<file path="config.mk">
export PLATFORM = sky130hd
export DESIGN_NAME = slkek_core
export DESIGN_NICKNAME = d
export VERILOG_FILES = /design/src/verilog/slkek_pkg.sv /design/src/verilog/slkek_core.sv
export SDC_FILE = /design/constraint.sdc
export NUM_CORES = 1
export LEC_CHECK = 0
export BUFFER_PORTS_ARGS = -buffer_cell sky130_fd_sc_hd__buf_4
export CORE_AREA = 2 2 240 242
export DETAILED_ROUTE_END_ITERATION = 12
export DIE_AREA = 0 0 242 244
export PLACE_DENSITY = 0.67
export SYNTH_ARGS = -nofsm -noshare
export SYNTH_HDL_FRONTEND = slang
export SYNTH_SLANG_ARGS = --single-unit
</file>
<file path="constraint.sdc">
create_clock -name clk -period 2.8 [get_ports clk]
set_input_delay 0.42 -clock clk [delete_from_list [all_inputs] [get_ports clk]]
set_output_delay 0.42 -clock clk [all_outputs]
set_load 0.02 [all_outputs]
</file>
<file path="src/verilog/slkek_pkg.sv">
// Shared constants and types for the slot lock and ephemeral key state block
package slkek_pkg;

  localparam logic [7:0]  UNLOCKED_VALUE   = 8'h55;
  localparam int          SLOT_COUNT       = 16;
  localparam int          SLOT_IDX_W       = 4;
  localparam int          KEY_W            = 256;

  // Register byte offsets on the AXI4-Lite bus
  localparam logic [7:0]  OFS_LOCKS        = 8'h00;
  localparam logic [7:0]  OFS_SLOT_LOCK    = 8'h04;
  localparam logic [7:0]  OFS_LOCKABLE     = 8'h08;
  localparam logic [7:0]  OFS_MAC_FORBID   = 8'h0C;
  localparam logic [7:0]  OFS_CMD          = 8'h10;
  localparam logic [7:0]  OFS_STATUS       = 8'h14;
  localparam logic [7:0]  OFS_EPH_INFO     = 8'h18;
  localparam logic [7:0]  OFS_POWER        = 8'h1C;

  // Reset values
  localparam logic [7:0]  LOCK_RESET       = 8'h55;
  localparam logic [15:0] SLOT_LOCK_RESET  = 16'hFFFF;
  localparam logic [15:0] LOCKABLE_RESET   = 16'h0000;
  localparam logic [15:0] MAC_FORBID_RESET = 16'h0000;

  // Command field positions in OFS_CMD write
  localparam int          CMD_OP_LSB       = 0;
  localparam int          CMD_SLOT_LSB     = 8;
  localparam int          CMD_RAND_BIT     = 12;
  localparam int          CMD_COPY_BIT     = 13;
  localparam int          CMD_ZONE_LSB     = 16;
  localparam int          CMD_ERR_LSB      = 20;

  // Power event bit positions in OFS_POWER write
  localparam int          PWR_SLEEP_BIT    = 0;
  localparam int          PWR_BROWN_BIT    = 1;
  localparam int          PWR_WDOG_BIT     = 2;
  localparam int          PWR_TAMPER_BIT   = 3;

  // AXI responses
  localparam logic [1:0]  RESP_OKAY        = 2'b00;
  localparam logic [1:0]  RESP_SLVERR      = 2'b10;

  typedef enum logic [3:0] {
    CMD_NONE     = 4'h0,
    CMD_READ     = 4'h1,
    CMD_WRITE    = 4'h2,
    CMD_PRIVWR   = 4'h3,
    CMD_KEYGEN   = 4'h4,
    CMD_DERIVE   = 4'h5,
    CMD_DIGEST   = 4'h6,
    CMD_NONCE    = 4'h7,
    CMD_MACCHK   = 4'h8,
    CMD_INFO     = 4'h9,
    CMD_MAC      = 4'hA,
    CMD_HMAC     = 4'hB,
    CMD_SIGN     = 4'hC,
    CMD_VERIFY   = 4'hD,
    CMD_LOCKSLOT = 4'hE,
    CMD_SHAHMAC  = 4'hF
  } slkek_cmd_t;

  typedef enum logic [1:0] {
    ERR_NONE  = 2'h0,
    ERR_CRC   = 2'h1,
    ERR_RETRY = 2'h2,
    ERR_OTHER = 2'h3
  } slkek_err_t;

  typedef enum logic [1:0] {
    ZONE_CONFIG = 2'h0,
    ZONE_DATA   = 2'h1,
    ZONE_OTP    = 2'h2
  } slkek_zone_t;

endpackage
</file>
<file path="src/verilog/slkek_core.sv">
// Slot lock policy and ephemeral key state with an AXI4-Lite register port
// How it works
// - Data lock unlocked: refuse reads, allow writes
// - Data locked: access by policy, OTP mode
// - Sixteen slot-lock bits plus lockable flags
// - Config unlocked: lock bits freely writable
// - Lock bit zero blocks slot-modifying commands
// - Lock bit zero blocks writes, data unlocked
// - Lock and lockable bits select slot rights
// - Lockable slot may be locked once config is locked
// - Slot lock does no content checksum
// - Verify ignores the slot lock bit
// - Sleep or power loss invalidates key
// - Ephemeral key feeds listed commands internally
// - Ephemeral key value never leaves device
// - Info reports nine ephemeral status bits
// - Digest/keygen combine; nonce/copy replace key
// - Four-bit slot index records source slot
// - Randomness flag: 0 internal, 1 seed
// - Origin flags mark digest or keygen source
// - Mac-forbidden flag blocks MAC-type use
// - Valid cleared by power, sleep, faults
// - Nonce/keygen/digest clear valid on failures other than CRC/retry errors
// - Mac-check, info and others valid rules
// - No data/OTP access before config lock
`timescale 1ns/10ps
module slkek_core (
  input  wire logic                         clk,
  input  wire logic                         rst,
  input  wire logic [7:0]                   s_axi_awaddr,
  input  wire logic                         s_axi_awvalid,
  output logic                              s_axi_awready,
  input  wire logic [31:0]                  s_axi_wdata,
  input  wire logic [3:0]                   s_axi_wstrb,
  input  wire logic                         s_axi_wvalid,
  output logic                              s_axi_wready,
  output logic [1:0]                        s_axi_bresp,
  output logic                              s_axi_bvalid,
  input  wire logic                         s_axi_bready,
  input  wire logic [7:0]                   s_axi_araddr,
  input  wire logic                         s_axi_arvalid,
  output logic                              s_axi_arready,
  output logic [31:0]                       s_axi_rdata,
  output logic [1:0]                        s_axi_rresp,
  output logic                              s_axi_rvalid,
  input  wire logic                         s_axi_rready,
  input  wire logic [slkek_pkg::KEY_W-1:0]  keyResult,
  output logic [slkek_pkg::KEY_W-1:0]       keyToEngine,
  output logic                              keyUsable
);
  import slkek_pkg::*;

  logic [7:0]            configLock_reg;
  logic [7:0]            dataLock_reg;
  logic [1:0]            otpMode_reg;
  logic [15:0]           slotLock_reg;
  logic [15:0]           lockable_reg;
  logic [15:0]           macForbid_reg;
  logic [KEY_W-1:0]      ephKey_reg;
  logic [SLOT_IDX_W-1:0] ephSlot_reg;
  logic                  ephRand_reg;
  logic                  ephDigest_reg;
  logic                  ephKeygen_reg;
  logic                  ephNoMac_reg;
  logic                  ephValid_reg;
  logic                  cmdOk_reg;
  logic                  cmdDone_reg;
  logic                  awHeld_reg;
  logic [7:0]            awAddr_reg;
  logic                  wHeld_reg;
  logic [31:0]           wData_reg;
  logic [3:0]            wStrb_reg;

  logic                  configLocked;
  logic                  dataLocked;
  logic [15:0]           slotWritable;
  logic [15:0]           slotLockable;
  logic                  doWrite;
  logic [31:0]           wrData;
  logic                  fullWord;
  logic                  cmdStrobe;
  logic                  pwrStrobe;
  slkek_cmd_t            cmdOp;
  slkek_err_t            cmdErr;
  slkek_zone_t           cmdZone;
  logic [SLOT_IDX_W-1:0] cmdSlot;
  logic                  cmdAllowed;
  logic                  cmdSuccess;
  logic                  validClear;

  assign configLocked = (configLock_reg != UNLOCKED_VALUE);
  assign dataLocked   = (dataLock_reg != UNLOCKED_VALUE);

  // Per-slot rights derived from lock and lockable bits
  for (genvar gi = 0; gi < SLOT_COUNT; gi++) begin : gSlot
    assign slotWritable[gi] = slotLock_reg[gi];
    assign slotLockable[gi] = slotLock_reg[gi] & lockable_reg[gi];
  end

  // Write channel: address and data taken in either order, one at a time
  assign s_axi_awready = !awHeld_reg && !s_axi_bvalid;
  assign s_axi_wready  = !wHeld_reg && !s_axi_bvalid;
  assign doWrite       = awHeld_reg && wHeld_reg && !s_axi_bvalid;
  assign wrData        = wData_reg;
  assign fullWord      = (wStrb_reg == 4'hF);

  always_ff @(posedge clk) begin
    if (rst) begin
      awHeld_reg <= 1'b0;
      awAddr_reg <= 8'h00;
    end else if (s_axi_awvalid && s_axi_awready) begin
      awHeld_reg <= 1'b1;
      awAddr_reg <= s_axi_awaddr;
    end else if (doWrite) begin
      awHeld_reg <= 1'b0;
    end
  end

  always_ff @(posedge clk) begin
    if (rst) begin
      wHeld_reg <= 1'b0;
      wData_reg <= 32'h0000_0000;
      wStrb_reg <= 4'h0;
    end else if (s_axi_wvalid && s_axi_wready) begin
      wHeld_reg <= 1'b1;
      wData_reg <= s_axi_wdata;
      wStrb_reg <= s_axi_wstrb;
    end else if (doWrite) begin
      wHeld_reg <= 1'b0;
    end
  end

  always_ff @(posedge clk) begin
    if (rst) begin
      s_axi_bvalid <= 1'b0;
      s_axi_bresp  <= RESP_OKAY;
    end else if (doWrite) begin
      s_axi_bvalid <= 1'b1;
      s_axi_bresp  <= (awAddr_reg[7:5] == 3'b000 && awAddr_reg[1:0] == 2'b00)
                      ? RESP_OKAY : RESP_SLVERR;
    end else if (s_axi_bready) begin
      s_axi_bvalid <= 1'b0;
    end
  end

  // Commands and power events are taken only as whole-word writes
  assign cmdStrobe = doWrite && fullWord && (awAddr_reg == OFS_CMD);
  assign pwrStrobe = doWrite && fullWord && (awAddr_reg == OFS_POWER);
  assign cmdOp     = slkek_cmd_t'(wrData[CMD_OP_LSB +: 4]);
  assign cmdSlot   = wrData[CMD_SLOT_LSB +: SLOT_IDX_W];
  assign cmdZone   = slkek_zone_t'(wrData[CMD_ZONE_LSB +: 2]);
  assign cmdErr    = slkek_err_t'(wrData[CMD_ERR_LSB +: 2]);

  // Access policy for the command being reported
  always_comb begin
    cmdAllowed = 1'b1;
    unique case (cmdOp)
      CMD_READ: begin
        if (cmdZone != ZONE_CONFIG) begin
          cmdAllowed = configLocked && dataLocked;
          if (cmdZone == ZONE_OTP && otpMode_reg == 2'b00) begin
            cmdAllowed = 1'b0;
          end
        end
      end
      CMD_WRITE: begin
        if (cmdZone == ZONE_CONFIG) begin
          cmdAllowed = !configLocked;
        end else if (cmdZone == ZONE_OTP) begin
          cmdAllowed = configLocked && (!dataLocked || otpMode_reg == 2'b10);
        end else begin
          cmdAllowed = configLocked && slotWritable[cmdSlot];
        end
      end
      CMD_PRIVWR, CMD_KEYGEN, CMD_DERIVE: begin
        cmdAllowed = configLocked && slotWritable[cmdSlot];
      end
      CMD_LOCKSLOT: cmdAllowed = configLocked && slotLockable[cmdSlot];
      CMD_MAC, CMD_HMAC, CMD_SHAHMAC: cmdAllowed = ephValid_reg && !ephNoMac_reg;
      CMD_VERIFY: cmdAllowed = 1'b1;
      default: cmdAllowed = 1'b1;
    endcase
  end

  assign cmdSuccess = cmdAllowed && (cmdErr == ERR_NONE);

  // Valid-bit clearing per command outcome
  always_comb begin
    validClear = 1'b0;
    if (cmdStrobe) begin
      unique case (cmdOp)
        CMD_NONCE, CMD_KEYGEN, CMD_DIGEST: begin
          validClear = !cmdSuccess && cmdErr != ERR_CRC && cmdErr != ERR_RETRY;
        end
        CMD_MACCHK: validClear = !(cmdSuccess && wrData[CMD_COPY_BIT]);
        CMD_INFO: validClear = 1'b0;
        default: validClear = cmdErr != ERR_CRC && cmdErr != ERR_RETRY;
      endcase
    end
  end

  // Zone lock bytes and OTP mode
  always_ff @(posedge clk) begin
    if (rst) begin
      configLock_reg <= LOCK_RESET;
      dataLock_reg   <= LOCK_RESET;
      otpMode_reg    <= 2'b00;
    end else if (doWrite && awAddr_reg == OFS_LOCKS) begin
      // Lock bytes only move away from the unlocked value, never back
      if (wStrb_reg[0] && !configLocked) begin
        configLock_reg <= wrData[7:0];
      end
      if (wStrb_reg[1] && configLocked && !dataLocked) begin
        dataLock_reg <= wrData[15:8];
      end
      if (wStrb_reg[2] && !configLocked) begin
        otpMode_reg <= wrData[17:16];
      end
    end
  end

  // Slot lock, lockable and mac-forbidden bits
  always_ff @(posedge clk) begin
    if (rst) begin
      slotLock_reg  <= SLOT_LOCK_RESET;
      lockable_reg  <= LOCKABLE_RESET;
      macForbid_reg <= MAC_FORBID_RESET;
    end else if (cmdStrobe && cmdOp == CMD_LOCKSLOT && cmdSuccess) begin
      slotLock_reg[cmdSlot] <= 1'b0;
    end else if (doWrite && !configLocked && wStrb_reg[1:0] == 2'b11) begin
      if (awAddr_reg == OFS_SLOT_LOCK) begin
        slotLock_reg <= wrData[15:0];
      end
      if (awAddr_reg == OFS_LOCKABLE) begin
        lockable_reg <= wrData[15:0];
      end
      if (awAddr_reg == OFS_MAC_FORBID) begin
        macForbid_reg <= wrData[15:0];
      end
    end
  end

  // Ephemeral key contents and its flags
  always_ff @(posedge clk) begin
    if (rst) begin
      ephKey_reg    <= '0;
      ephSlot_reg   <= '0;
      ephRand_reg   <= 1'b0;
      ephDigest_reg <= 1'b0;
      ephKeygen_reg <= 1'b0;
      ephNoMac_reg  <= 1'b0;
    end else if (cmdStrobe && cmdSuccess) begin
      unique case (cmdOp)
        CMD_DIGEST, CMD_KEYGEN: begin
          ephKey_reg    <= keyResult ^ ephKey_reg;
          ephSlot_reg   <= cmdSlot;
          ephDigest_reg <= (cmdOp == CMD_DIGEST);
          ephKeygen_reg <= (cmdOp == CMD_KEYGEN);
          ephNoMac_reg  <= ephNoMac_reg | macForbid_reg[cmdSlot];
        end
        CMD_NONCE: begin
          ephKey_reg    <= keyResult;
          ephRand_reg   <= wrData[CMD_RAND_BIT];
          ephDigest_reg <= 1'b0;
          ephKeygen_reg <= 1'b0;
          ephNoMac_reg  <= 1'b0;
        end
        CMD_MACCHK: begin
          if (wrData[CMD_COPY_BIT]) begin
            ephKey_reg    <= keyResult;
            ephDigest_reg <= 1'b0;
            ephKeygen_reg <= 1'b0;
            ephNoMac_reg  <= macForbid_reg[cmdSlot];
          end
        end
        default: ephKey_reg <= ephKey_reg;
      endcase
    end
  end

  // Power events win over command setting of the valid bit
  always_ff @(posedge clk) begin
    if (rst) begin
      ephValid_reg <= 1'b0;
    end else if (pwrStrobe && wrData[3:0] != 4'h0) begin
      ephValid_reg <= 1'b0;
    end else if (validClear) begin
      ephValid_reg <= 1'b0;
    end else if (cmdStrobe && cmdSuccess &&
                 (cmdOp == CMD_NONCE || cmdOp == CMD_DIGEST || cmdOp == CMD_KEYGEN ||
                  (cmdOp == CMD_MACCHK && wrData[CMD_COPY_BIT]))) begin
      ephValid_reg <= 1'b1;
    end
  end

  // Last command outcome, readable by software
  always_ff @(posedge clk) begin
    if (rst) begin
      cmdOk_reg   <= 1'b0;
      cmdDone_reg <= 1'b0;
    end else if (cmdStrobe) begin
      cmdOk_reg   <= cmdSuccess;
      cmdDone_reg <= 1'b1;
    end
  end

  // Key used only internally; the bus never sees it
  assign keyToEngine = ephKey_reg;
  assign keyUsable   = ephValid_reg;

  // Read channel
  assign s_axi_arready = !s_axi_rvalid;

  always_ff @(posedge clk) begin
    if (rst) begin
      s_axi_rvalid <= 1'b0;
      s_axi_rdata  <= 32'h0000_0000;
      s_axi_rresp  <= RESP_OKAY;
    end else if (s_axi_arvalid && s_axi_arready) begin
      s_axi_rvalid <= 1'b1;
      s_axi_rresp  <= RESP_OKAY;
      unique case (s_axi_araddr)
        OFS_LOCKS:      s_axi_rdata <= {14'h0000, otpMode_reg, dataLock_reg, configLock_reg};
        OFS_SLOT_LOCK:  s_axi_rdata <= {16'h0000, slotLock_reg};
        OFS_LOCKABLE:   s_axi_rdata <= {16'h0000, lockable_reg};
        OFS_MAC_FORBID: s_axi_rdata <= {16'h0000, macForbid_reg};
        OFS_CMD:        s_axi_rdata <= 32'h0000_0000;
        OFS_STATUS:     s_axi_rdata <= {28'h0000000, configLocked, dataLocked,
                                        cmdDone_reg, cmdOk_reg};
        OFS_EPH_INFO:   s_axi_rdata <= {23'h000000, ephValid_reg, ephNoMac_reg,
                                        ephKeygen_reg, ephDigest_reg, ephRand_reg,
                                        ephSlot_reg};
        OFS_POWER:      s_axi_rdata <= 32'h0000_0000;
        default: begin
          s_axi_rdata <= 32'h0000_0000;
          s_axi_rresp <= RESP_SLVERR;
        end
      endcase
    end else if (s_axi_rready) begin
      s_axi_rvalid <= 1'b0;
    end
  end
endmodule

</file>
* Word level (Yosys, flattened, before mapping)
Index checks and enable logic that the tools add are counted.
** Cells by class
- Add/sub/neg operators :: 0
- Eq/ne operators :: 34
- Multiply operators :: 0
- Reduce and logical (&&, ||, !) cells :: 80
- Muxes and demuxes :: 35
- Div/mod/pow operators :: 0
- Shift-type cells :: 0
- Magnitude comparators :: 2
- Bitwise operators :: 21
** Operator list (count)
- $pmux 256 s3 :: 1
- $mux 256 :: 1
- $xor 256x256->256 :: 1
- $pmux 18 s6 :: 1
- $eq 8x5->1 const B :: 6
- $mux 16 :: 3
- $logic_and 1x1->1 :: 36
- $eq 8x4->1 const B :: 4
- $eq 4x4->1 const B :: 7
- $mux 1 :: 18
- $and 1x1->1 :: 16
- $and 16x16->16 :: 1
- $eq 4x3->1 const B :: 4
- $eq 8x3->1 const B :: 2
- $logic_not 8->1 :: 2
- $ne 8x7->1 const B :: 2
- $not 16->16 :: 1
- $reduce_bool 2->1 :: 7
- $bmux 1 s4 :: 3
- $pmux 1 s3 :: 4
- $reduce_and 2->1 :: 6
- $reduce_or 3->1 :: 4
- $logic_not 1->1 :: 9
- $reduce_and 3->1 :: 3
- 19 further kinds :: 30
** Word-level totals
- Register bits after elaboration :: 407
- Memories :: 0
- Bits in writable memories :: 0
- Bits in read-only memories :: 0
- Latch bits :: 0
- Logic and storage cells :: 197

* Depth between registers and ports, before layout
Gate-level depths: netlist (run 1).
- Depth after elaboration :: 14
- Mapped depth :: 12

* Least setup slack after synthesis (run 1)
No wires, ideal clock.
- Path type :: flip-flop to flip-flop
- Start :: register wData_reg[9]
- End :: register ephKey_reg[133] (netlist: keyToEngine[133])
- Arrival :: 2.510 ns
- Stages on the path, launching flop included :: 11
- Slack :: 0.151 ns
- Path through :: dfxtp_1 > mux4_2 > nor2b_1 > o22ai_1 > o311ai_2 > o311a_1 > buf_4 > buf_6 > buf_4 > o211ai_2 > a21oi_2
** On the way
- Longest elaborated chain between the ends :: 9
- Elaborated cells between the ends (all ways) :: 12
- Those cells by class :: mux (7); reduce/logical (5)
** RTL lines
- from (decl) :: line slkek_core.sv:71 : logic [31:0] wData_reg;
- from (signal assigned) :: line slkek_core.sv:126 : wData_reg <= s_axi_wdata;
- $bmux 1 s4 :: line slkek_core.sv:172, slkek_core.sv:176
- $mux 1 (implied by the code) :: line slkek_core.sv:172, slkek_core.sv:176
- $logic_and 1x1->1 :: line slkek_core.sv:172, slkek_core.sv:176
- $mux 1 :: line slkek_core.sv:169 : end else if (cmdZone == ZONE_OTP) begin
- $mux 1 :: line slkek_core.sv:167 : if (cmdZone == ZONE_CONFIG) begin
- $pmux 1 s5 * :: line slkek_core.sv:157 : unique case (cmdOp)
- $logic_and 1x1->1 * :: line slkek_core.sv:185 : assign cmdSuccess = cmdAllowed && (cmdErr == ERR_NONE);
- $logic_and 1x1->1 * :: line slkek_core.sv:252 : end else if (cmdStrobe && cmdSuccess) begin
- $reduce_and 3->1 (no line) *
- to (signal assigned) :: line slkek_core.sv:255 : ephKey_reg <= keyResult ^ ephKey_reg;
- to (signal assigned) :: line slkek_core.sv:262 : ephKey_reg <= keyResult;
- to (signal assigned) :: line slkek_core.sv:270 : ephKey_reg <= keyResult;
- to (decl) :: line slkek_core.sv:59 : logic [KEY_W-1:0] ephKey_reg;
Every way passes the cells marked *; elsewhere a longest branch is shown, timed or not. The select of a mux whose other input is x is not followed.
A chain may end at the register's enable or synchronous reset.

* Final worst setup path (run 1)
- Start :: register wData_reg[9]
- End :: register ephKey_reg[44] (netlist: keyToEngine[44])
The elaborated chain is that of the path after synthesis.

==> results of run 1 <==
-- logic make-up after synthesis --
kind of cell | count (synthesis) | share of synthesized area
AO/OA/AOI/OAI | 976 | 0.3414
AND/OR/NAND/NOR | 810 | 0.1698
flip-flops | 389 | 0.3986
buffers and inverters | 221 | 0.05847
multiplexers | 48 | 0.03106
XOR/XNOR | 1 | 0.0004484
other | 1 | 0.0001920
-- power breakdown --
part / leakage [nW] / switching [mW] / internal (mW)
combinational: 7.05 / 0.764 / 0.553
clock: 0.731 / 2.49 / 3.58
sequential: 3.14 / 0.0598 / 5.58
-- how the worst max path moves through the flow --
stage                  endpoint  slack, ns           from  cells past startpoint
2_1_floorplan  keyToEngine[133]       0.15   wData_reg[9]                     10
3_3_place_gp   keyToEngine[147]      -0.17  wData_reg[10]                      9
3_5_place_dp   keyToEngine[243]      -0.19  wData_reg[10]                      9
4_1_cts           ephKeygen_reg      -0.03   wData_reg[9]                     10
5_1_grt        keyToEngine[216]      -0.14   wData_reg[9]                     12
6_report        keyToEngine[44]      -0.03   wData_reg[9]                     11
-- critical path: cells and delay by family (launching register included) --
family	cells	cell delay [ns]
AOI/OAI and AO/OA	4	0.75
buffers and inverters	5	0.79
DFF	1	0.39
muxes	2	0.80
-- cell type report --
class	instances	area [um2]	share of cell area
antenna	1	2.502	0.00008646
clock buffer	63	1285	0.04440
clock inverter	15	210.2	0.007263
inverter	7	26.28	0.0009079
multi-input combinational	1851	11470	0.3962
sequential	389	7797	0.2694
tap	756	945.9	0.03268
timing repair buffer	787	7208	0.2491
-- stage by stage --
| step | area (um2) | power [mW] |
|---|---|---|
| global placement | 25440 | 6.992 |
| finish | 28940 | 13.02 |
| CTS | 27130 | 13.07 |
| global route | 28940 | 13.46 |
| detailed placement | 25440 | 7.002 |
| floorplan | 19590 | 6.337 |
-- per-layer routing --
layer	track usage	vias to the layer above
met2	0.3745	803
met5	0	-
li1	-	9998
met3	0.06705	134
met1	0.2814	9762
met4	0.06645	4
-- cell usage in the layout, fill, tap and decap left out, types with 6 or more instances in the layout --
| cell type | count |
|---|---|
| buf_4 | 685 |
| dfxtp_1 | 385 |
| nand2_1 | 384 |
| nor2_1 | 333 |
| a21oi_1 | 300 |
| o211ai_2 | 156 |
| o21ai_2 | 137 |
| o21ai_1 | 107 |
| o211ai_1 | 102 |
| clkbuf_16 | 76 |
| o21ai_0 | 40 |
| a22oi_1 | 38 |
| buf_12 | 37 |
| mux2i_1 | 36 |
| a21oi_2 | 31 |
| buf_8 | 18 |
| nand2b_1 | 16 |
| conb_1 | 16 |
| nand3_1 | 15 |
| a21o_1 | 12 |
| o31ai_1 | 11 |
| mux4_2 | 10 |
| o21ai_4 | 10 |
| clkbuf_1 | 10 |
| nor2b_1 | 9 |
| buf_6 | 9 |
| nor3_1 | 8 |
| inv_1 | 7 |
| clkbuf_8 | 7 |
| buf_16 | 7 |
| clkinv_2 | 6 |
-- what timing repair did --
action,in CTS,in global routing
endpoints found under the hold margin,1,0
cloned,2,34
pin swaps,10,257
buffers inserted,4,9
endpoints found under the setup margin,278,267
hold buffers,1,0
resized for setup,19,283
==> Implementation_results.wiki, run 1 <==
{| class="wikitable"
! Metric !! Value
|-
| Main synth FF type || dfxtp_1
|-
| Die Footprint || 59050 um2
|-
| Root Buffer || clkbuf_16
|-
| Critical Path Start Type || flop
|-
| Slowest cell on crit path || mux4_2
|-
| Via count of the first global-routing pass || 19130
|-
| H-Tree Depth || 2
|-
| Worst-skew pair later-pin latency || 0.59 ns
|-
| Maximum number of buffers from clock root to sink || 3
|-
| CTS tree || built
|-
| Net count of the finished layout || 3396
|-
| Via/cell ratio || 5.350
|-
| Setup TNS after final layout || -0.1561 ns
|-
| Final-layout worst hold slack || 0.08598 ns
|-
| Vias || 20700
|-
| Count of standard-cell rows || 87
|-
| Max FFs per register || 256
|-
| Sequential element share of the synthesized area || 0.3986
|-
| Detailed route wirelength on metal3 || 6.249 mm
|-
| Largest stage delay, worst path || 0.49 ns
|-
| Result of the run || finished, violations left
|-
| Clock sink count || 389
|-
| Post-synthesis cell count || 2446
|-
| Time the final worst path needs with I/O delays and setup || 2.825 ns
|-
| Detail Route Antenna Nets || 0
|-
| Largest voltage drop on the vdd net || 0.4302 mV
|-
| Violations in the final reports || negative setup slack
|-
| Antenna violations before repair || 3
|-
| Average wire length per cell after detail routing || 19.20 um
|-
| Total standard cell area after synthesis || 19540 um2
|-
| DRC violation count after routing || 0
|-
| Worst Clk Skew || 0.02177 ns
|-
| Worst slack at placement || -0.1905 ns
|-
| Capture instance of the worst register-to-register path || keyToEngine[44]
|-
| Core outline area || 56170 um2
|-
| Relative slew slack || 0.3798
|-
| Total Routed Length || 74.29 mm
|-
| Overflow after GRT || 0
|-
| Routed met1 length || 30.28 mm
|-
| Endpoints failing hold || 0
|-
| Overall global routing resource usage || 0.2252
|-
| Die extent in y || 244 um
|-
| Average instance area after synthesis || 7.987 um2
|-
| Slew @ Worst Pin || 0.9280 ns
|-
| Sink of the worst hold path || wData_reg[14]
|-
| Global-route wire length before repair || 108.6 mm
|-
| Library cell occupying the most area in the post-synthesis netlist || dfxtp_1
|-
| Fraction of layout instances using a drive strength above 1 || 0.3933
|-
| Count of input and output buffers || 584
|-
| Total of max-cap violations || 0
|-
| Top area cells in the synthesized netlist || dfxtp_1, o211ai_2, a21oi_1
|-
| Post-detailed-placement half-perimeter wirelength || 50.09 mm
|-
| Final worst-path setup slack || -0.02504 ns
|-
| Min-Delay Path Class || in2reg
|-
| Most numerous cell in the Yosys netlist || dfxtp_1
|-
| Depth of the worst register-to-register path || 11
|-
| TritonRoute pass-1 iters || 6
|-
| FF-to-FF Start || wData_reg[9]
|-
| Final setup violation count || 18
|-
| Yosys reg bits || 389
|-
| Data required time of the worst path || 3.31 ns
|-
| Fraction of post-synthesis cell area in the top cell type by area || 0.3986
|-
| Total length of routed met2 wires || 35.73 mm
|-
| Pin count of the biggest net entering global routing || 91
|-
| Effective utilization at floorplan || 0.3478
|-
| CP Max Fanout || 8
|-
| Power Density || 449.8 nW/um2
|-
| Setup slack, reg-to-reg || -0.03 ns
|-
| Post-synth EDFFs || 0
|-
| Critical path endpoint category || flop
|-
| DIE WIDTH || 242 um
|-
| Cts bufs inserted || 45
|-
| Count of different cell masters after synthesis || 62
|-
| Clock-pin slew reported for the worst setup and hold paths after clock tree synthesis || 0.06 ns
|-
| Ys Warns || 0
|-
| RSZ-0062 raised after global routing || yes
|-
| Highest metal layer with signal wires || met5
|-
| Area growth syn-to-layout || 48.14%
|-
| Data arrival, critical path || 3.33 ns
|-
| Fmax || 0.3540 GHz
|-
| Top cell types by occurrence after synthesis || dfxtp_1, nand2_1, nor2_1, a21oi_1, o21ai_1
|-
| Async set or reset register ratio after synthesis || 0
|-
| Placed cell count || 3740
|-
| # IOs || 613
|-
| Fin. max-slew vios || 0
|-
| Drt first-iter violations || 1238
|-
| Layout Cells excl Fill || 3869
|-
| Post-Route Utilization || 0.5153
|-
| Category of the critical setup timing path || reg2reg
|-
| Worst hold path startpoint || s_axi_wdata[14]
|-
| Share of the clock period used by the worst path || 1.009
|-
| CP cell instances || buf_6, mux4_2, mux2_4, a211oi_4, buf_6, o311a_4, buf_12, clkbuf_16, clkbuf_16, o211ai_2, a21oi_1
|-
| Leakage power total || 10.92 nW
|-
| Number of stages on the worst hold path || 3
|-
| Global placer's final weighted congestion || 0.8998
|-
| Layout filler cell count || 5270
|}
Note: power is estimated with default switching activity, not from simulation.
==> inputs of run 2 (changes only) <==
--- a/config.mk
+++ b/config.mk
@@ -9,7 +9,9 @@
 export CORE_AREA = 2 2 240 242
 export DETAILED_ROUTE_END_ITERATION = 12
 export DIE_AREA = 0 0 242 244
+export HOLD_SLACK_MARGIN = 0.1
 export PLACE_DENSITY = 0.67
+export SKIP_CTS_REPAIR_TIMING = 1
 export SYNTH_ARGS = -nofsm -noshare
 export SYNTH_HDL_FRONTEND = slang
 export SYNTH_SLANG_ARGS = --single-unit
==> run 2 against run 1 <==
Cell area grew 1.1%. Highest routed layer unchanged. Largest cell class unchanged. The run still ends with negative setup slack left. Non-clock buffer count increased by 106. Register-to-register slack worse by 0.08 ns. Wire length is 0.43% higher.
==> Implementation_results.wiki, run 2 (synthesized netlist as in run 1, its figures left out) <==
{| class="wikitable"
! Metric !! Value
|-
| Violations in the final reports || negative setup slack
|-
| Fmax || 0.3444 GHz (-2.7%)
|-
| Share of the clock period used by the worst path || 1.037 (+0.02805)
|-
| Die Footprint || 59050 um2 (unchanged)
|-
| Post-detailed-placement half-perimeter wirelength || 50.09 mm (unchanged)
|-
| Clock sink count || 389 (unchanged)
|-
| RSZ-0062 raised after global routing || yes
|-
| Number of stages on the worst hold path || 3 (unchanged)
|-
| Relative slew slack || 0.3866 (+0.006834)
|-
| Fraction of layout instances using a drive strength above 1 || 0.3375 (-0.05584)
|-
| Area of combinational cells with multiple inputs || 10950 um2 (-4.5%)
|-
| Via/cell ratio || 5.301 (-0.92%)
|-
| TritonRoute pass-1 iters || 6 (unchanged)
|-
| CP Max Fanout || 11 (+3)
|-
| Cell type group with the largest total delay on the critical path || buffers and inverters
|-
| Final-layout worst hold slack || 0.09789 ns (+0.01191 ns)
|-
| Drt first-iter violations || 1528 (+23%)
|-
| Most common cell after layout, fill and taps aside || buf_4
|-
| Via count of the first global-routing pass || 19050 (-0.39%)
|-
| Net count of the finished layout || 3502 (+3.1%)
|-
| Post-Route Utilization || 0.5208 (+0.005546)
|-
| Effective utilization at floorplan || 0.3478 (unchanged)
|-
| Largest voltage drop on the vdd net || 0.3965 mV (-7.9%)
|-
| Depth of the worst register-to-register path || 12 (+1)
|-
| Worst-skew pair later-pin latency || 0.59 ns (about the same)
|-
| Core outline area || 56170 um2 (unchanged)
|-
| Data arrival, critical path || 3.40 ns (+0.07 ns)
|-
| Total Routed Length || 74.61 mm (+0.43%)
|-
| Critical Path Start Type || flop
|-
| Time the final worst path needs with I/O delays and setup || 2.904 ns (+0.07854 ns)
|-
| Max FFs per register || 256 (unchanged)
|-
| Final worst-path setup slack || -0.1036 ns (-0.07854 ns)
|-
| DIE WIDTH || 242 um (unchanged)
|-
| DRC violation count after routing || 0 (unchanged)
|-
| Most prevalent standard cell on the critical path || o311ai_4
|-
| Worst Clk Skew || 0.02067 ns (-0.001108 ns)
|-
| Overall global routing resource usage || 0.2229 (-0.002227)
|-
| Power Density || 449.4 nW/um2 (about the same)
|-
| Endpoints failing hold || 0 (unchanged)
|-
| Antenna violations before repair || 4 (+1)
|-
| Setup TNS after final layout || -6.316 ns (-6.160 ns)
|-
| Die extent in y || 244 um (unchanged)
|-
| Global placer's final weighted congestion || 0.8998 (unchanged)
|-
| Category of the critical setup timing path || reg2reg
|-
| Overflow after GRT || 0 (unchanged)
|-
| CTS tree || built
|-
| Total of max-cap violations || 0 (unchanged)
|-
| Number of gates on the worst path with buffers counted || 12 (+1)
|-
| Area post-placement || 25440 um2 (unchanged)
|-
| Final setup violation count || 198 (+180)
|-
| Fin. max-slew vios || 0 (unchanged)
|-
| Data required time of the worst path || 3.30 ns (about the same)
|-
| Pin count of the biggest net entering global routing || 91 (unchanged)
|-
| Cts bufs inserted || 45 (unchanged)
|-
| Count of standard-cell rows || 87 (unchanged)
|-
| Count of input and output buffers || 584 (unchanged)
|-
| Slowest cell on crit path || mux4_2
|-
| Vias || 21080 (+1.8%)
|-
| Leakage power total || 11.16 nW (+2.3%)
|-
| H-Tree Depth || 2 (unchanged)
|-
| Area growth syn-to-layout || 49.74%
|-
| Largest stage delay, worst path || 0.52 ns (+0.03 ns)
|-
| WP buf/inv || 5 (unchanged)
|-
| Average wire length per cell after detail routing || 18.77 um (-2.3%)
|-
| Global-route wire length before repair || 107.8 mm (-0.72%)
|-
| Root Buffer || clkbuf_16
|-
| Slew @ Worst Pin || 0.9178 ns (-0.01023 ns)
|-
| Critical path endpoint category || flop
|-
| Most frequent cells in the layout || buf_4, dfxtp_1, nand2_1
|-
| Maximum number of buffers from clock root to sink || 3 (unchanged)
|-
| Result of the run || finished, violations left
|-
| Clock-pin slew reported for the worst setup and hold paths after clock tree synthesis || 0.06 ns (about the same)
|-
| Min-Delay Path Class || in2reg
|-
| Detail Route Antenna Nets || 0 (unchanged)
|-
| Total Power Consumption || 13.15 mW (+1.0%)
|-
| Area of all sequential standard cells || 7796 um2 (about the same)
|-
| # IOs || 613 (unchanged)
|-
| CP cell instances || mux4_2, nor2b_1, o22ai_2, buf_6, o311ai_4, buf_4, o311ai_4, buf_12, buf_16, clkbuf_16, o21ai_1, a21oi_1
|-
| Layout filler cell count || 5173 (-1.8%)
|-
| Post-Layout Inst Area || 29250 um2 (+1.1%)
|}
==> run 2: cell count changes in the layout (fill, tap and decap cells not counted), sizes merged <==
cell	previous run	this run
dlygate4sd3	1	119
diode	1	2
clkbuf	93	83
buf	756	754
==> run 2: where the power goes <==
part | switching, mW | internal [mW]
logic | 0.772 | 0.663
clock network | 2.50 | 3.58
registers | 0.0596 | 5.58
total | 3.33 | 9.82
==> run 2: final timing paths <==
kind / startpoint / slack [ns] / endpoint
worst max-delay path: wData_reg[9] / -0.10 / keyToEngine[116]
worst min-delay path: keyResult[48] / 0.1 / keyToEngine[48]
worst max register to register: wData_reg[9] / -0.10 / keyToEngine[116]
worst min register to register: awAddr_reg[1] / 0.45 / awAddr_reg[1]
==> run 2: final cells by class <==
cell class,instances,share of cell area
tap,756,0.03234
clock buffer,63,0.04393
sequential,389,0.2665
clock inverter,15,0.007186
inverter,7,0.0008982
multi-input combinational,1851,0.3742
antenna,2,0.0001711
timing repair buffer,893,0.2748
==> run 2: tightest hold or removal path, delay by kind of cell <==
| kind | cells | cell delay (ns) |
|---|---|---|
| compound gates | 2 | 0.10 |
| buf+inv | 1 | 0.12 |
==> run 2: metrics by stage <==
stage	instances	setup slack, ns
after floorplan	2461	0.1507
after global placement	3740	-0.1740
after detailed placement	3740	-0.1905
after CTS	3818	-0.2209
after global routing	3975	-0.1912
final	3976	-0.1036
==> run 2: layer usage <==
metal,track usage,up-vias,wire length (um)
met5,0,-,43
li1,-,10200,-
met2,0.3717,831,36040
met4,0.06155,6,2229
met3,0.06738,141,5782
met1,0.2789,9901,30510
==> inputs of run 3 (changes only) <==
--- a/config.mk
+++ b/config.mk
@@ -10,7 +10,7 @@
 export DETAILED_ROUTE_END_ITERATION = 12
 export DIE_AREA = 0 0 242 244
 export HOLD_SLACK_MARGIN = 0.1
-export PLACE_DENSITY = 0.67
+export PLACE_DENSITY = 0.65
 export SKIP_CTS_REPAIR_TIMING = 1
 export SYNTH_ARGS = -nofsm -noshare
 export SYNTH_HDL_FRONTEND = slang
==> constraint.sdc (replaced) <==
create_clock -name clk -period 2.95 [get_ports clk]
set_input_delay 0.4425 -clock clk [delete_from_list [all_inputs] [get_ports clk]]
set_output_delay 0.4425 -clock clk [all_outputs]
set_load 0.02 [all_outputs]
==> run 3 against run 2 <==
The run now ends clean. Register-to-register slack better by 0.21 ns. Fmax rose by 2.3%. Setup slack improved by 0.21 ns. Count of clock-buffer cells in the layout unchanged. Critical path type unchanged.
==> Implementation_results.wiki, run 3 (synthesized netlist as in run 1, its figures left out) <==
{| class="wikitable"
! Metric !! Value
|-
| Result of the run || finished, final reports clean
|-
| Antenna violations before repair || 3 (-1)
|-
| # IOs || 613 (unchanged)
|-
| Die extent in y || 244 um (unchanged)
|-
| Core outline area || 56170 um2 (unchanged)
|-
| Global placer's final weighted congestion || 0.9264 (+3.0%)
|-
| Vias || 20670 (-1.9%)
|-
| Total Routed Length || 72.16 mm (-3.3%)
|-
| Area post-placement || 25130 um2 (-1.2%)
|-
| Internal Power || 9.684 mW (-1.3%)
|-
| Overall global routing resource usage || 0.2293 (+0.006362)
|-
| Area growth syn-to-layout || 37.95%
|-
| Power Density || 474.8 nW/um2 (+5.7%)
|-
| Capture instance of the worst register-to-register path || keyToEngine[144]
|-
| Worst-skew pair later-pin latency || 0.59 ns (about the same)
|-
| Largest voltage drop on the vdd net || 0.4503 mV (+14%)
|-
| Die Footprint || 59050 um2 (unchanged)
|-
| Net count of the finished layout || 3315 (-5.3%)
|-
| Category of the critical setup timing path || reg2reg
|-
| Fraction of power consumed by combinational cells || 0.094 (-0.015)
|-
| H-Tree Depth || 2 (unchanged)
|-
| Via/cell ratio || 5.447 (+2.8%)
|-
| Final setup violation count || 0 (-100%)
|-
| Via count of the first global-routing pass || 19850 (+4.2%)
|-
| Min-Delay Path Class || in2reg
|-
| Data required time of the worst path || 3.41 ns (+0.11 ns)
|-
| Time the final worst path needs with I/O delays and setup || 2.839 ns (-0.06458 ns)
|-
| Fin. max-slew vios || 0 (unchanged)
|-
| Detail Route Antenna Nets || 0 (unchanged)
|-
| Endpoint of the most critical setup path || keyToEngine[144]
|-
| Post-detailed-placement half-perimeter wirelength || 52.21 mm (+4.2%)
|-
| FF-to-FF Start || wData_reg[9]
|-
| Net switching share of the total power || 0.2432 (-0.01013)
|-
| Cts bufs inserted || 45 (unchanged)
|-
| Count of standard-cell rows || 87 (unchanged)
|-
| Data arrival, critical path || 3.30 ns (-0.10 ns)
|-
| Total of max-cap violations || 0 (unchanged)
|-
| Most common cell after layout, fill and taps aside || buf_4
|-
| Detailed route wirelength on metal3 || 6.055 mm (+4.7%)
|-
| Total net switching power || 3.112 mW (-6.6%)
|-
| Clock group share of total power || 0.487 (+0.025)
|-
| DRC violation count after routing || 0 (unchanged)
|-
| Worst hold path startpoint || s_axi_wdata[14]
|-
| Relative slew slack || 0.4271 (+0.04044)
|-
| Worst Clk Skew || 0.03022 ns (+0.009558 ns)
|-
| Leakage power total || 10.15 nW (-9.1%)
|-
| Depth of the worst register-to-register path || 9 (-3)
|-
| Maximum number of buffers from clock root to sink || 3 (unchanged)
|-
| Setup slack, reg-to-reg || 0.11 ns (+0.21 ns)
|-
| RSZ-0062 raised after global routing || yes
|-
| Effective utilization at floorplan || 0.3478 (unchanged)
|-
| Most frequent cells in the layout || buf_4, dfxtp_1, nand2_1
|-
| Routed met1 length || 28.89 mm (-5.3%)
|-
| Crit path from || wData_reg[9]
|-
| Share of the clock period used by the worst path || 0.9624 (-0.07462)
|-
| Overflow after GRT || 0 (unchanged)
|-
| Average wire length per cell after detail routing || 19.02 um (+1.4%)
|-
| Highest metal layer with signal wires || met5
|-
| Slew @ Worst Pin || 0.8576 ns (-0.06021 ns)
|-
| Pin count of the biggest net entering global routing || 102 (+12%)
|-
| Setup TNS after final layout || 0 ns (+6.316 ns)
|-
| Drt first-iter violations || 1319 (-14%)
|-
| Sequential Power Share || 0.419 (-0.010)
|-
| Clock-pin slew reported for the worst setup and hold paths after clock tree synthesis || 0.06 ns (about the same)
|-
| Fmax || 0.3522 GHz (+2.3%)
|-
| Count of input and output buffers || 584 (unchanged)
|-
| Post-Layout Inst Area || 26950 um2 (-7.9%)
|-
| Global-route wire length before repair || 110.5 mm (+2.5%)
|-
| Critical Path Start Type || flop
|-
| DIE WIDTH || 242 um (unchanged)
|-
| Total length of routed met2 wires || 34.26 mm (-4.9%)
|-
| Endpoints failing hold || 0 (unchanged)
|-
| TritonRoute pass-1 iters || 5 (-1)
|-
| Max FFs per register || 256 (unchanged)
|-
| Fraction of layout instances using a drive strength above 1 || 0.3220 (-0.01545)
|-
| CP Max Fanout || 14 (+3)
|-
| Clock sink count || 389 (unchanged)
|-
| Root Buffer || clkbuf_16
|-
| CTS tree || built
|-
| Critical path endpoint category || flop
|}
run 3: how the worst min path moves through the flow:
stage	end	slack [ns]	cells after the start
detailed placement	wStrb_reg[3]	0.45	2
floorplan	cmdDone_reg	0.43	2
global route	wData_reg[14]	0.10	3
global placement	awAddr_reg[6]	0.44	2
finish	wData_reg[14]	0.11	3
CTS	s_axi_rvalid	0.006	2
run 3: power groups by stage:
stage / clock network (mW) / logic (mW) / registers (mW)
after floorplan: 0 / 0.570 / 5.44
after global placement: 0 / 1.17 / 5.47
after detailed placement: 0 / 1.19 / 5.47
after CTS: 6.36 / 1.19 / 5.35
after global routing: 6.57 / 1.31 / 5.36
final: 6.23 / 1.21 / 5.36
run 3: layout make-up:
class	count	area (um2)
Antenna cell	1	2.502
Clock buffer	63	1334
Clock inverter	21	337.8
Fill cell	5418	29220
Inverter	7	26.28
Multi-Input combinational cell	1851	10720
Sequential cell	389	7794
Tap cell	756	945.9
Timing Repair Buffer	706	5787
run 3: metal layers:
layer,GRT usage,up-vias
li1,-,9821
met1,0.2788,9863
met2,0.3855,828
met3,0.06157,151
met4,0.09060,4
met5,0,-
run 3: per-stage QoR:
step	util	total power, mW	hold slack (ns)	worst slack [ns]	cells
2_1_floorplan	-	6.014	0.4252	0.3007	2461
3_3_place_gp	0.4473	6.633	0.4429	-0.008232	3701
3_5_place_dp	0.4473	6.657	0.4507	-0.05959	3701
4_1_cts	0.4771	12.91	0.006284	-0.08116	3785
5_1_grt	0.4798	13.23	0.1004	-0.007179	3794
6_report	0.4798	12.80	0.1063	0.1110	3794
run 3: critical path: stages (launching register included):
cell and delay [ns]:
dfxtp_4 0.40, mux4_2 0.50, nor2b_1 0.15, o22ai_2 0.30, o311ai_2 0.22, o311a_4 0.45
buf_12 0.17, buf_4 0.21, o211ai_1 0.19, a21oi_1 0.09
